===== src/hdl/apc_pkg.sv =====
/*
 * Shared constants for the audio channel power control block: register
 * offsets, field positions, reset values, scope masks and channel settle time.
 * Assumes an 8-bit control port address and an 8-bit data path.
 */
package apc_pkg;

    // ------------------------------------------------------------------
    // register offsets on the control port
    // ------------------------------------------------------------------
    localparam logic [7:0] ADDR_DYN_POWER_CFG = 8'h77;
    localparam logic [7:0] ADDR_POWER_CFG     = 8'h78;
    localparam logic [7:0] ADDR_POWER_STATUS  = 8'h79;

    // ------------------------------------------------------------------
    // reset values
    // ------------------------------------------------------------------
    localparam logic [7:0] RST_DYN_POWER_CFG  = 8'h00;
    localparam logic [7:0] RST_POWER_CFG      = 8'h00;
    localparam logic [7:0] RST_READ_DATA      = 8'h00;

    // ------------------------------------------------------------------
    // dynamic power configuration fields
    // ------------------------------------------------------------------
    localparam int         BIT_REC_DYN_EN     = 7;
    localparam int         BIT_REC_DYN_SCOPE  = 6;
    localparam int         BIT_PB_DYN_EN      = 5;
    localparam int         BIT_PB_DYN_SCOPE   = 4;
    localparam int         BIT_SPLIT_CLOCK    = 3;
    localparam logic [7:0] MASK_DYN_POWER_CFG = 8'hf8;

    // ------------------------------------------------------------------
    // power configuration fields
    // ------------------------------------------------------------------
    localparam int         BIT_REC_POWER_ON   = 7;
    localparam int         BIT_PB_POWER_ON    = 6;
    localparam int         BIT_MIC_BIAS_ON    = 5;
    localparam int         BIT_US_DETECT_EN   = 3;
    localparam int         BIT_VOICE_DET_EN   = 2;
    localparam int         BIT_US_AUX_EN      = 1;
    localparam logic [7:0] MASK_POWER_CFG     = 8'hee;

    // ------------------------------------------------------------------
    // dynamic switching scope (index 0 is channel one)
    // ------------------------------------------------------------------
    localparam logic [3:0] SCOPE_NARROW       = 4'h3;
    localparam logic [3:0] SCOPE_WIDE         = 4'hf;
    localparam logic [3:0] CHAN_NONE          = 4'h0;

    // ------------------------------------------------------------------
    // timing: channel power transition settle time
    // ------------------------------------------------------------------
    localparam int         CLK_PERIOD_NS      = 10;
    localparam int         SETTLE_NS          = 1000;
    localparam int         SETTLE_CYC         = (SETTLE_NS + CLK_PERIOD_NS - 1) / CLK_PERIOD_NS;

endpackage : apc_pkg


===== src/hdl/apc_chan_ramp.sv =====
/*
 * One channel's power transition model: the powered flag follows the
 * command only after the command has held steady for the settle time.
 * Assumes the command comes from logic on the same clock.
 */
`timescale 1ns/1ns
`default_nettype none

module apc_chan_ramp #(
    parameter int SETTLE = apc_pkg::SETTLE_CYC
) (
    input  wire logic clock_i,
    input  wire logic rst_i,
    input  wire logic cmd_i,
    output logic      powered_o
);

    localparam int         CW   = $clog2(SETTLE + 1);
    localparam logic [CW-1:0] LAST = CW'(SETTLE - 1);

    logic          powered_ff;
    logic [CW-1:0] cnt_ff;

    // ------------------------------------------------------------------
    // settle counter, restarts whenever the command agrees again
    // ------------------------------------------------------------------
    always_ff @(posedge clock_i or posedge rst_i) begin
        if (rst_i) begin
            cnt_ff <= '0;
        end else if (cmd_i == powered_ff || cnt_ff == LAST) begin
            cnt_ff <= '0;
        end else begin
            cnt_ff <= cnt_ff + CW'(1);
        end
    end

    // status flips only once the transition has completed
    always_ff @(posedge clock_i or posedge rst_i) begin
        if (rst_i) begin
            powered_ff <= 1'b0;
        end else if (cmd_i != powered_ff && cnt_ff == LAST) begin
            powered_ff <= cmd_i;
        end
    end

    assign powered_o = powered_ff;

    chk_ramp_hold:
    assert property (@(posedge clock_i) disable iff (rst_i)
        (cmd_i != powered_ff && cnt_ff != LAST) |=> $stable(powered_ff))
    else $error("channel status moved before settle time");

    chk_ramp_done:
    assert property (@(posedge clock_i) disable iff (rst_i)
        (cmd_i != powered_ff && cnt_ff == LAST) |=> powered_ff == $past(cmd_i))
    else $error("channel status missed end of transition");

endmodule : apc_chan_ramp

`default_nettype wire


===== src/hdl/apc_path_ctrl.sv =====
/*
 * Channel command logic for one path (record or playback): applies the
 * path power bit, the channel enables, and the dynamic switching policy.
 * Assumes all inputs come from logic on the same clock.
 */
`timescale 1ns/1ns
`default_nettype none

module apc_path_ctrl (
    input  wire logic       clock_i,
    input  wire logic       rst_i,
    input  wire logic       power_on_i,
    input  wire logic       dyn_en_i,
    input  wire logic       scope_i,
    input  wire logic [3:0] enable_i,
    input  wire logic [3:0] powered_i,
    output logic      [3:0] cmd_o
);

    logic [3:0] cmd_ff;
    logic [3:0] nxt_cmd;
    logic [3:0] scope_mask;
    logic       busy;

    assign scope_mask = scope_i ? apc_pkg::SCOPE_WIDE : apc_pkg::SCOPE_NARROW;
    // path counts as active while any channel is on or still ramping
    assign busy       = (cmd_ff | powered_i) != apc_pkg::CHAN_NONE;

    // ------------------------------------------------------------------
    // next command: off wins, idle path takes the enables as they stand
    // ------------------------------------------------------------------
    always_comb begin
        if (!power_on_i) begin
            nxt_cmd = apc_pkg::CHAN_NONE;
        end else if (!busy) begin
            nxt_cmd = enable_i;
        end else if (dyn_en_i) begin
            // channels outside the scope keep their state
            nxt_cmd = (enable_i & scope_mask) | (cmd_ff & ~scope_mask);
        end else begin
            nxt_cmd = cmd_ff;
        end
    end

    always_ff @(posedge clock_i or posedge rst_i) begin
        if (rst_i) begin
            cmd_ff <= apc_pkg::CHAN_NONE;
        end else begin
            cmd_ff <= nxt_cmd;
        end
    end

    assign cmd_o = cmd_ff;

    chk_static_hold:
    assert property (@(posedge clock_i) disable iff (rst_i)
        (power_on_i && busy && !dyn_en_i) |=> $stable(cmd_ff))
    else $error("channel set changed while path active without dynamic mode");

    chk_scope_hold:
    assert property (@(posedge clock_i) disable iff (rst_i)
        (power_on_i && busy && dyn_en_i && !scope_i) |=> cmd_ff[3:2] == $past(cmd_ff[3:2]))
    else $error("channel outside narrow scope switched dynamically");

    chk_path_off:
    assert property (@(posedge clock_i) disable iff (rst_i)
        !power_on_i |=> cmd_ff == apc_pkg::CHAN_NONE)
    else $error("path power off left a channel commanded on");

    chk_enabled_only:
    assert property (@(posedge clock_i) disable iff (rst_i)
        (power_on_i && !busy) |=> cmd_ff == $past(enable_i))
    else $error("idle power-up did not follow channel enables");

endmodule : apc_path_ctrl

`default_nettype wire


===== src/hdl/apc_power_ctrl.sv =====
/*
 * Audio channel power control: dynamic power configuration, power
 * configuration and channel power status registers on the control port,
 * record and playback channel sequencing, mic bias and detection enables.
 * Assumes the control port and the channel enable byte are driven by logic
 * on clock_i; the channel enable byte is owned by a neighbouring register.
 */
// Overview of operation
// - record dynamic enable lets channels switch while recording; else changes held
// - record scope bit: 0 limits dynamic switching to channels 1-2, 1 to 1-4
// - playback dynamic enable lets channels switch during playback; else changes held
// - playback scope bit: 0 covers channels 1-2, 1 covers channels 1-4
// - split clock bit tells dynamic switching whether modulator and mic clocks differ
// - dynamic config bits 2..0 read zero; software writes zero there
// - record power bit off powers down all record channels, on powers enabled ones
// - playback power bit off powers down all playback channels, on powers enabled ones
// - mic bias power bit switches the mic bias supply
// - power config bit 3 enables ultrasound activity detection
// - power config bit 2 enables voice activity detection
// - power config bit 1 enables auxiliary ultrasound algorithm; bits 4, 0 read zero
// - status bits 7..4 report record channels one to four powered
// - status bits 3..0 report playback channels one to four powered
// - power configuration resets to zero, everything off or disabled
// - power-up applies only to channels set in the channel enable byte
`timescale 1ns/1ns
`default_nettype none

module apc_power_ctrl #(
    parameter int SETTLE = apc_pkg::SETTLE_CYC
) (
    input  wire logic       clock_i,
    input  wire logic       rst_i,
    // control port
    input  wire logic [7:0] reg_addr_i,
    input  wire logic       reg_wr_i,
    input  wire logic [7:0] reg_wdata_i,
    input  wire logic       reg_rd_i,
    output logic      [7:0] reg_rdata_o,
    // channel enable byte: record ch1..4 in bits 7..4, playback ch1..4 in 3..0
    input  wire logic [7:0] channel_enable_i,
    // channel power commands, index 0 is channel one
    output logic      [3:0] record_power_o,
    output logic      [3:0] playback_power_o,
    output logic            mic_bias_power_on_o,
    output logic            ultrasound_detect_enable_o,
    output logic            voice_detect_enable_o,
    output logic            ultrasound_aux_enable_o,
    output logic            dynamic_split_clock_select_o
);

    // ------------------------------------------------------------------
    // helpers
    // ------------------------------------------------------------------
    // register bytes put channel one in the top bit of each nibble
    function automatic logic [3:0] apc_flip4(input logic [3:0] v);
        apc_flip4 = {v[0], v[1], v[2], v[3]};
    endfunction : apc_flip4

    function automatic logic apc_hit(input logic [7:0] addr, input logic [7:0] reg_addr);
        apc_hit = (addr == reg_addr);
    endfunction : apc_hit

    // ------------------------------------------------------------------
    // registers and internal signals
    // ------------------------------------------------------------------
    logic [7:0] dyn_cfg_ff;
    logic [7:0] power_config_ff;
    logic [7:0] rdata_ff;
    logic [7:0] nxt_rdata;
    logic [3:0] rec_cmd;
    logic [3:0] pb_cmd;
    logic [3:0] rec_powered;
    logic [3:0] pb_powered;
    logic [7:0] status_byte;
    logic       mic_bias_ff;
    logic       us_det_ff;
    logic       voice_det_ff;
    logic       us_aux_ff;
    logic       split_clk_ff;

    // ------------------------------------------------------------------
    // register writes
    // ------------------------------------------------------------------
    // reserved bits are masked on write so they always read back zero
    always_ff @(posedge clock_i or posedge rst_i) begin
        if (rst_i) begin
            dyn_cfg_ff <= apc_pkg::RST_DYN_POWER_CFG;
        end else if (reg_wr_i && apc_hit(reg_addr_i, apc_pkg::ADDR_DYN_POWER_CFG)) begin
            dyn_cfg_ff <= reg_wdata_i & apc_pkg::MASK_DYN_POWER_CFG;
        end
    end

    always_ff @(posedge clock_i or posedge rst_i) begin
        if (rst_i) begin
            power_config_ff <= apc_pkg::RST_POWER_CFG;
        end else if (reg_wr_i && apc_hit(reg_addr_i, apc_pkg::ADDR_POWER_CFG)) begin
            power_config_ff <= reg_wdata_i & apc_pkg::MASK_POWER_CFG;
        end
    end
    // the status offset has no write decode at all, so a write there is dropped

    // ------------------------------------------------------------------
    // status byte, channel one in the high bit of each nibble
    // ------------------------------------------------------------------
    assign status_byte = {apc_flip4(rec_powered), apc_flip4(pb_powered)};

    // ------------------------------------------------------------------
    // read data, answered the cycle after the read strobe
    // ------------------------------------------------------------------
    always_comb begin
        case (reg_addr_i)
            apc_pkg::ADDR_DYN_POWER_CFG: nxt_rdata = dyn_cfg_ff;
            apc_pkg::ADDR_POWER_CFG:     nxt_rdata = power_config_ff;
            apc_pkg::ADDR_POWER_STATUS:  nxt_rdata = status_byte;
            default:                     nxt_rdata = apc_pkg::RST_READ_DATA;
        endcase
    end

    // data holds until the next read so a slow port can sample it late
    always_ff @(posedge clock_i or posedge rst_i) begin
        if (rst_i) begin
            rdata_ff <= apc_pkg::RST_READ_DATA;
        end else if (reg_rd_i) begin
            rdata_ff <= nxt_rdata;
        end
    end

    assign reg_rdata_o = rdata_ff;

    // ------------------------------------------------------------------
    // record and playback path command logic
    // ------------------------------------------------------------------
    apc_path_ctrl u_record_path (
        .clock_i    (clock_i),
        .rst_i      (rst_i),
        .power_on_i (power_config_ff[apc_pkg::BIT_REC_POWER_ON]),
        .dyn_en_i   (dyn_cfg_ff[apc_pkg::BIT_REC_DYN_EN]),
        .scope_i    (dyn_cfg_ff[apc_pkg::BIT_REC_DYN_SCOPE]),
        .enable_i   (apc_flip4(channel_enable_i[7:4])),
        .powered_i  (rec_powered),
        .cmd_o      (rec_cmd)
    );

    apc_path_ctrl u_playback_path (
        .clock_i    (clock_i),
        .rst_i      (rst_i),
        .power_on_i (power_config_ff[apc_pkg::BIT_PB_POWER_ON]),
        .dyn_en_i   (dyn_cfg_ff[apc_pkg::BIT_PB_DYN_EN]),
        .scope_i    (dyn_cfg_ff[apc_pkg::BIT_PB_DYN_SCOPE]),
        .enable_i   (apc_flip4(channel_enable_i[3:0])),
        .powered_i  (pb_powered),
        .cmd_o      (pb_cmd)
    );

    assign record_power_o   = rec_cmd;
    assign playback_power_o = pb_cmd;

    // ------------------------------------------------------------------
    // per-channel transitions feeding the status byte
    // ------------------------------------------------------------------
    for (genvar ch = 0; ch < 4; ch++) begin : g_chan
        apc_chan_ramp #(.SETTLE(SETTLE)) u_rec_ramp (
            .clock_i   (clock_i),
            .rst_i     (rst_i),
            .cmd_i     (rec_cmd[ch]),
            .powered_o (rec_powered[ch])
        );
        apc_chan_ramp #(.SETTLE(SETTLE)) u_pb_ramp (
            .clock_i   (clock_i),
            .rst_i     (rst_i),
            .cmd_i     (pb_cmd[ch]),
            .powered_o (pb_powered[ch])
        );
    end

    // ------------------------------------------------------------------
    // mic bias, detection enables and clocking select
    // ------------------------------------------------------------------
    // separate flops keep these outputs glitch free and off the decode path
    always_ff @(posedge clock_i or posedge rst_i) begin
        if (rst_i) begin
            mic_bias_ff  <= 1'b0;
            us_det_ff    <= 1'b0;
            voice_det_ff <= 1'b0;
            us_aux_ff    <= 1'b0;
            split_clk_ff <= 1'b0;
        end else begin
            mic_bias_ff  <= power_config_ff[apc_pkg::BIT_MIC_BIAS_ON];
            us_det_ff    <= power_config_ff[apc_pkg::BIT_US_DETECT_EN];
            voice_det_ff <= power_config_ff[apc_pkg::BIT_VOICE_DET_EN];
            us_aux_ff    <= power_config_ff[apc_pkg::BIT_US_AUX_EN];
            split_clk_ff <= dyn_cfg_ff[apc_pkg::BIT_SPLIT_CLOCK];
        end
    end

    assign mic_bias_power_on_o          = mic_bias_ff;
    assign ultrasound_detect_enable_o   = us_det_ff;
    assign voice_detect_enable_o        = voice_det_ff;
    assign ultrasound_aux_enable_o      = us_aux_ff;
    assign dynamic_split_clock_select_o = split_clk_ff;

    // ------------------------------------------------------------------
    // checks
    // ------------------------------------------------------------------
    chk_status_ignored:
    assert property (@(posedge clock_i) disable iff (rst_i)
        (reg_wr_i && reg_addr_i == apc_pkg::ADDR_POWER_STATUS)
        |=> $stable(dyn_cfg_ff) && $stable(power_config_ff))
    else $error("status write disturbed configuration");

    chk_dyn_reserved:
    assert property (@(posedge clock_i) disable iff (rst_i)
        (reg_wr_i && reg_addr_i == apc_pkg::ADDR_DYN_POWER_CFG)
        |=> dyn_cfg_ff[2:0] == 3'h0 && dyn_cfg_ff[7:3] == $past(reg_wdata_i[7:3]))
    else $error("dynamic config write stored wrong bits");

    chk_pwr_reserved:
    assert property (@(posedge clock_i) disable iff (rst_i)
        (reg_wr_i && reg_addr_i == apc_pkg::ADDR_POWER_CFG)
        |=> power_config_ff[4] == 1'b0 && power_config_ff[0] == 1'b0 && power_config_ff[1] == $past(reg_wdata_i[1]))
    else $error("power config write stored wrong bits");

    chk_bias_follow:
    assert property (@(posedge clock_i) disable iff (rst_i)
        (reg_wr_i && reg_addr_i == apc_pkg::ADDR_POWER_CFG)
        |=> ##1 mic_bias_power_on_o == $past(reg_wdata_i[5], 2))
    else $error("mic bias did not follow written bit");

    chk_voice_follow:
    assert property (@(posedge clock_i) disable iff (rst_i)
        (reg_wr_i && reg_addr_i == apc_pkg::ADDR_POWER_CFG)
        |=> ##1 voice_detect_enable_o == $past(reg_wdata_i[2], 2))
    else $error("voice detect enable did not follow written bit");

    chk_status_read:
    assert property (@(posedge clock_i) disable iff (rst_i)
        (reg_rd_i && reg_addr_i == apc_pkg::ADDR_POWER_STATUS)
        |=> reg_rdata_o == {$past(rec_powered[0]), $past(rec_powered[1]),
                            $past(rec_powered[2]), $past(rec_powered[3]),
                            $past(pb_powered[0]), $past(pb_powered[1]),
                            $past(pb_powered[2]), $past(pb_powered[3])})
    else $error("status read returned wrong channel order");

    chk_unmapped_zero:
    assert property (@(posedge clock_i) disable iff (rst_i)
        (reg_rd_i && reg_addr_i != apc_pkg::ADDR_DYN_POWER_CFG
         && reg_addr_i != apc_pkg::ADDR_POWER_CFG
         && reg_addr_i != apc_pkg::ADDR_POWER_STATUS) |=> reg_rdata_o == 8'h00)
    else $error("unmapped read returned nonzero");

    chk_playback_off:
    assert property (@(posedge clock_i) disable iff (rst_i)
        !power_config_ff[apc_pkg::BIT_PB_POWER_ON] |=> playback_power_o == 4'h0)
    else $error("playback power off left a channel on");

    // ------------------------------------------------------------------
    // configuration outputs, record power off, read-back of reserved bits, read data kept on status write
    // ------------------------------------------------------------------
    chk_detect_follow:
    assert property (@(posedge clock_i) disable iff (rst_i)
        (reg_wr_i && reg_addr_i == apc_pkg::ADDR_POWER_CFG)
        |=> ##1 ultrasound_detect_enable_o == $past(reg_wdata_i[3], 2))
    else $error("ultrasound detect enable did not follow written bit");

    chk_aux_follow:
    assert property (@(posedge clock_i) disable iff (rst_i)
        (reg_wr_i && reg_addr_i == apc_pkg::ADDR_POWER_CFG)
        |=> ##1 ultrasound_aux_enable_o == $past(reg_wdata_i[1], 2))
    else $error("aux ultrasound enable did not follow written bit");

    chk_split_follow:
    assert property (@(posedge clock_i) disable iff (rst_i)
        (reg_wr_i && reg_addr_i == apc_pkg::ADDR_DYN_POWER_CFG)
        |=> ##1 dynamic_split_clock_select_o == $past(reg_wdata_i[3], 2))
    else $error("split clock select did not follow written bit");

    chk_record_off:
    assert property (@(posedge clock_i) disable iff (rst_i)
        !power_config_ff[apc_pkg::BIT_REC_POWER_ON]
        |=> record_power_o == 4'h0)
    else $error("record power off left a channel on");

    chk_dyn_read_zero:
    assert property (@(posedge clock_i) disable iff (rst_i)
        (reg_rd_i && reg_addr_i == apc_pkg::ADDR_DYN_POWER_CFG)
        |=> reg_rdata_o[2:0] == 3'h0)
    else $error("dynamic config reserved bits read nonzero");

    chk_pwr_read_zero:
    assert property (@(posedge clock_i) disable iff (rst_i)
        (reg_rd_i && reg_addr_i == apc_pkg::ADDR_POWER_CFG)
        |=> reg_rdata_o[4] == 1'b0 && reg_rdata_o[0] == 1'b0)
    else $error("power config reserved bits read nonzero");

    chk_status_no_load:
    assert property (@(posedge clock_i) disable iff (rst_i)
        (reg_wr_i && reg_addr_i == apc_pkg::ADDR_POWER_STATUS && !reg_rd_i)
        |=> $stable(reg_rdata_o))
    else $error("status write disturbed read data");

endmodule : apc_power_ctrl

`default_nettype wire


===== config.mk =====
export PLATFORM = sky130hd
export DESIGN_NAME = apc_power_ctrl
export DESIGN_NICKNAME = d
export VERILOG_FILES = /design/src/hdl/apc_pkg.sv /design/src/hdl/apc_chan_ramp.sv /design/src/hdl/apc_path_ctrl.sv /design/src/hdl/apc_power_ctrl.sv
export SDC_FILE = /design/constraint.sdc
export NUM_CORES = 1
export LEC_CHECK = 0
export BUFFER_PORTS_ARGS = -buffer_cell sky130_fd_sc_hd__buf_2
export CORE_MARGIN = 2
export CORE_UTILIZATION = 48
export CTS_CLUSTER_SIZE = 10
export DETAILED_ROUTE_END_ITERATION = 6
export GPL_ROUTABILITY_DRIVEN = 0
export MAX_ROUTING_LAYER = met4
export PLACE_DENSITY = 0.75
export SETUP_SLACK_MARGIN = 0.2
export SLEW_MARGIN = 10
export SYNTH_ARGS = -nofsm -noshare
export SYNTH_HDL_FRONTEND = slang
export SYNTH_HIERARCHICAL = 1
export SYNTH_SLANG_ARGS = --single-unit

===== constraint.sdc =====
create_clock -name clock_i -period 2.1 [get_ports clock_i]
set_input_delay 0.21 -clock clock_i [delete_from_list [all_inputs] [get_ports clock_i]]
set_output_delay 0.21 -clock clock_i [all_outputs]
set_load 0.03 [all_outputs]

## Yosys cells after proc, flatten, opt, wreduce, memory -nomap -nowiden

Index checks and enable logic that the tools add are counted.

| storage, ports and cells | value |
|---|---|
| memories | 0 |
| input bits | 28 |
| ROM bits | 0 |
| flip-flop bits (word level) | 96 |
| output and inout bits | 21 |
| bits in writable memories | 0 |
| latch bits | 0 |

| operators by class | value |
|---|---|
| divide/modulo/power cells | 0 |
| $mul | 0 |
| bitwise logic cells | 10 |
| $lt $le $gt $ge | 0 |
| equality and inequality tests | 29 |
| shift operators | 0 |
| reductions and logical operators | 20 |
| $add $sub $neg | 8 |
| mux-type cells | 17 |

Operators with widths:

| kind | number |
|---|---|
| 7-bit by 1-bit adder with 7-bit output, second input constant | 8 |
| 7-bit equality test, second input constant | 8 |
| 7-bit 2-to-1 mux | 8 |
| 4-bit 2-to-1 mux | 8 |
| 8-bit by 7-bit equality test with 1-bit output, second input constant | 3 |
| 8-bit case mux with 3 select lines | 1 |
| 4-bit AND | 4 |
| 4-bit bitwise OR | 4 |
| 1-bit logical AND | 10 |
| 1-bit equality test | 8 |
| 1-bit logical OR | 8 |
| 1-bit != test | 8 |
| 4-bit inverter | 2 |
| 4-bit nonzero test | 2 |
| 3-bit != test, second input constant | 2 |

## Longest topological paths before layout

| logic depth | value |
|---|---|
| depth after elaboration | 7 |
| mapped depth | 4 |
| depth with buffers taken out | 4 |

## Cells and area by module

Netlist, hierarchy kept.

Modules (own cells, without submodules):

| module | area an instance (um^2) | cells an instance | instances |
|---|---|---|---|
| apc_chan_ramp | 371.6 | 35 | 8 |
| apc_power_ctrl | 1,037.2 | 76 | 1 |
| apc_path_ctrl | 239.0 | 26 | 2 |

## Worst setup path before layout

No wires, ideal clock.

| path | value |
|---|---|
| kind | flip-flop to flip-flop |
| start point | register g_chan[3].u_pb_ramp.cnt_ff[3] |
| end point | register g_chan[3].u_pb_ramp.powered_ff |
| data arrival time | 1,335 ps |
| required time | 1,972 ps |
| buffers on the path | 0 |
| setup slack | 638 ps |
| cell stages (with the launch flop) | 4 |
| path through | dfrtp_1 or4b_4 nor2_2 mux2_1 |

| on the way | value |
|---|---|
| word-level cells in the longest chain between the ends | 2 |

RTL lines:

| what | line | RTL |
|---|---|---|
| start, declared | apc_chan_ramp.sv:22 | `logic [CW-1:0] cnt_ff;` |
| start signal, assigned | apc_chan_ramp.sv:33 | `cnt_ff <= cnt_ff + CW'(1);` |
| 7-bit equality test | apc_chan_ramp.sv:41 | `end else if (cmd_i != powered_ff && cnt_ff == LAST) begin` |
| 1-bit logical AND | apc_chan_ramp.sv:41 |  |
| end signal, assigned | apc_chan_ramp.sv:42 | `powered_ff <= cmd_i;` |
| end, declared | apc_chan_ramp.sv:21 | `logic powered_ff;` |

No other way between the ends.
A chain may end at the register's enable or synchronous reset.

## Final worst setup path

| path | value |
|---|---|
| start point | register g_chan[1].u_rec_ramp.cnt_ff[3] |
| end point | register g_chan[1].u_rec_ramp.powered_ff |

| on the way | value |
|---|---|
| word-level cells in the longest chain between the ends | 2 |

RTL lines:

| what | line |
|---|---|
| start, declared | apc_chan_ramp.sv:22 |
| start signal, assigned | apc_chan_ramp.sv:33 |
| 7-bit equality test | apc_chan_ramp.sv:41 |
| 1-bit logical AND | apc_chan_ramp.sv:41 |
| end signal, assigned | apc_chan_ramp.sv:42 |
| end, declared | apc_chan_ramp.sv:21 |

No other way between the ends.

==> impl_metrics.tcl <==
set metrics [dict create \
    status "finished, final reports clean" \
    ys_types 34 \
    die_w_um 101 \
    layout_common_cells "96 x dfrtp_1, 47 x buf_2, 36 x nor2_1" \
    first_global_vias 3222 \
    antenna_found_initial 0 \
    cts_max_level 3 \
    fp-row-count 35 \
    initialDrtViolationCount 168 \
    path_cells "or4b_4, nor2_2, mux2_1" \
    wl_per_cell_um 15.0 \
    slowest_delay_ns 0.58 \
    syn_nets 444 \
    die_h_um 101 \
    min_path_type "in2reg" \
    maxSlewViolCount 0 \
    die_area_sq_um 10100 \
    initial_utilization_pct 49.0 \
    cts.reportedPaths.clkPinSlew_ns 0.09 \
    firstDrtPassIters 5 \
    worst_setup_path_start_kind "flip-flop" \
    insertion_delay_ns 0.35 \
    maxCapViolations 0 \
    cts.path.max_buffers 2 \
    hold_violations 0 \
    rsz0062_at_grt "no" \
    layout.nets 500 \
    max_slew.worst_pin.slew_ns 0.905 \
    postSynthAreaPerCell_sq_um 11.0 \
    cp.arrival_ns 1.79 \
    tns_ns 0 \
    vias_per_cell 5.42 \
    totalWireLength_um 8670 \
    syn_inst 408 \
    fin_cells 580 \
    ys_seq_elements 96 \
    ys_seq_area_share_pct 53.5 \
    setup_viol 0 \
    ios 49 \
    clock-root-buffer "clkbuf_8" \
    grtUsageTotal_pct 19.5 \
    critPathRequiredTime_ns 2.34 \
    layout-drive-gt1-share_pct 23.5 \
    postCtsSetupRepairBufs 0 \
    hpwl_um 6570 \
    cellLeakagePower_nw 2.36 \
    areaGrowthSynthToFinish_pct 12.1 \
    cp_slowest_cell "or4b_4" \
    drc 0 \
    relSlewSlack_pct 39.6 \
    fillers 793 \
    antenna_left 0 \
    clock_skew_ns 0.00534 \
    vias 3145 \
    min_period_ns 1.54 \
    crit_type "reg2reg" \
    ir_drop_uv 265 \
    synth_area_sq_um 4490 \
    dp_cells 563 \
    power_density_nw_per_um2 626 \
    grt-ovfl-total 0 \
    port_buffers 47 \
    final_common_cell "dfrtp_1" \
    worstPathMaxFanout 4 \
    fin_crit_sh_pct 73.5 \
    grt_pass1_wl_um 15100 \
    ys_warn_count 6 \
    cts.sinks 96 \
    core_area_sq_um 9150 \
    cts-buffers-inserted 9 \
    cts_tree "yes" \
    grt_max_degree 25 \
    end_kind "flip-flop" \
    antenna_cells 0 \
    fmax_mhz 648 \
    hold_ws_ns 0.102 \
]
area by class of cell:
cell class / count / area [sq um] / share of cell area (%)
Inverter: 31 / 116 / 2.31
Sequential cell: 96 / 2400 / 47.8
Clock inverter: 5 / 32.5 / 0.647
Tap cell: 111 / 139 / 2.76
Timing Repair Buffer: 48 / 245 / 4.88
Clock buffer: 11 / 141 / 2.81
Multi-Input combinational cell: 278 / 1950 / 38.8
cells in the mapped netlist, drive strengths merged:
cell type / count / area (sq um)
or4b: 8 / 110
and2: 8 / 50.1
or3: 16 / 100
inv: 31 / 116
o211ai: 8 / 60.1
mux2i: 2 / 20.0
nor4: 4 / 67.6
clkbuf: 1 / 3.75
nor2: 44 / 185
a22oi: 4 / 30.0
nand3: 27 / 148
nand4: 4 / 25.0
mux2: 23 / 259
o21ai: 28 / 170
a21oi: 21 / 105
xnor2: 16 / 140
and4b: 3 / 35.0
nor2b: 4 / 25.0
nor3b: 1 / 18.8
nand2: 24 / 90.1
buf: 2 / 12.5
o22ai: 8 / 50.1
xor2: 16 / 140
ha: 8 / 100
dfrtp: 96 / 2400
nand4b: 1 / 23.8
through the flow:
step                utilization [%]  instance area, sq um  power, mW  setup WS (ns)
floorplan                         -                  4490       2.04          0.638
global placement               52.9                  4850       2.10          0.595
detailed placement             52.9                  4850       2.11          0.572
CTS                            55.0                  5030       3.18          0.542
global route                   55.0                  5030       3.28          0.490
finish                         55.0                  5030       3.15          0.557
routing by layer:
metal | GRT usage, % | vias to the layer above | share of wire (%)
met4 | 5.90 | 0 | 1.2
met5 | - | - | 0
met1 | 25.0 | 1538 | 47
li1 | - | 1539 | -
met2 | 31.5 | 59 | 49
met3 | 3.81 | 9 | 3.2
report_power, final:
part / internal (mW) / switching (mW)
registers: 1.87 / 0.0311
clock network: 0.462 / 0.613
logic: 0.0582 / 0.113
total: 2.39 / 0.757
cells by family after synthesis:
logic type | Yosys count | share of synthesized area (%)
xor+xnor | 32 | 6.24
mux | 25 | 6.22
fa+ha+maj | 8 | 2.23
simple gates | 144 | 19.6
compound gates | 69 | 9.26
flops | 96 | 53.5
buf+inv | 34 | 2.95
flip-flops by register name (all words and copies together) (netlist names):
register / count
dyn_cfg_ff: 5
dynamic_split_clock_select_o: 1
g_chan.u_pb_ramp/cnt_ff: 28
g_chan.u_pb_ramp/powered_o: 4
g_chan.u_rec_ramp/cnt_ff: 28
g_chan.u_rec_ramp/powered_o: 4
mic_bias_power_on_o: 1
power_config_ff: 6
reg_rdata_o: 8
u_playback_path/cmd_o: 4
u_record_path/cmd_o: 4
ultrasound_aux_enable_o: 1
ultrasound_detect_enable_o: 1
voice_detect_enable_o: 1
repair_timing:
item / in CTS / in global routing
hold endpoints to repair: 72 / 0
hold buffers: 1 / 0
resized for setup: 0 / 0
worst paths after layout:
kind                                                          start                                         end  slack (ns)  depth (start not counted)
setup / recovery           g_chan[1].u_rec_ramp/cnt_ff[3]$_DFF_PP0_  g_chan[1].u_rec_ramp/powered_o$_DFFE_PP0P_        0.56                          3
hold / removal                                       reg_wdata_i[1]              power_config_ff[1]$_DFFE_PP0P_        0.10                          2
setup reg to reg           g_chan[1].u_rec_ramp/cnt_ff[3]$_DFF_PP0_  g_chan[1].u_rec_ramp/powered_o$_DFFE_PP0P_        0.56                          3
hold reg to reg                      power_config_ff[3]$_DFFE_PP0P_        ultrasound_detect_enable_o$_DFF_PP0_        0.40                          0
max in group asynchronous                                     rst_i              power_config_ff[5]$_DFFE_PP0P_        0.82                          3
min in group asynchronous                                     rst_i          u_record_path/cmd_o[0]$_DFFE_PP0P_        0.40                          3
critical path, delay by kind of cell (launching register included):
kind | cells | cell delay, ns
and+or+nand+nor | 2 | 0.68
DFF | 1 | 0.44
muxes | 1 | 0.32
(Power assumes the default switching activity.)
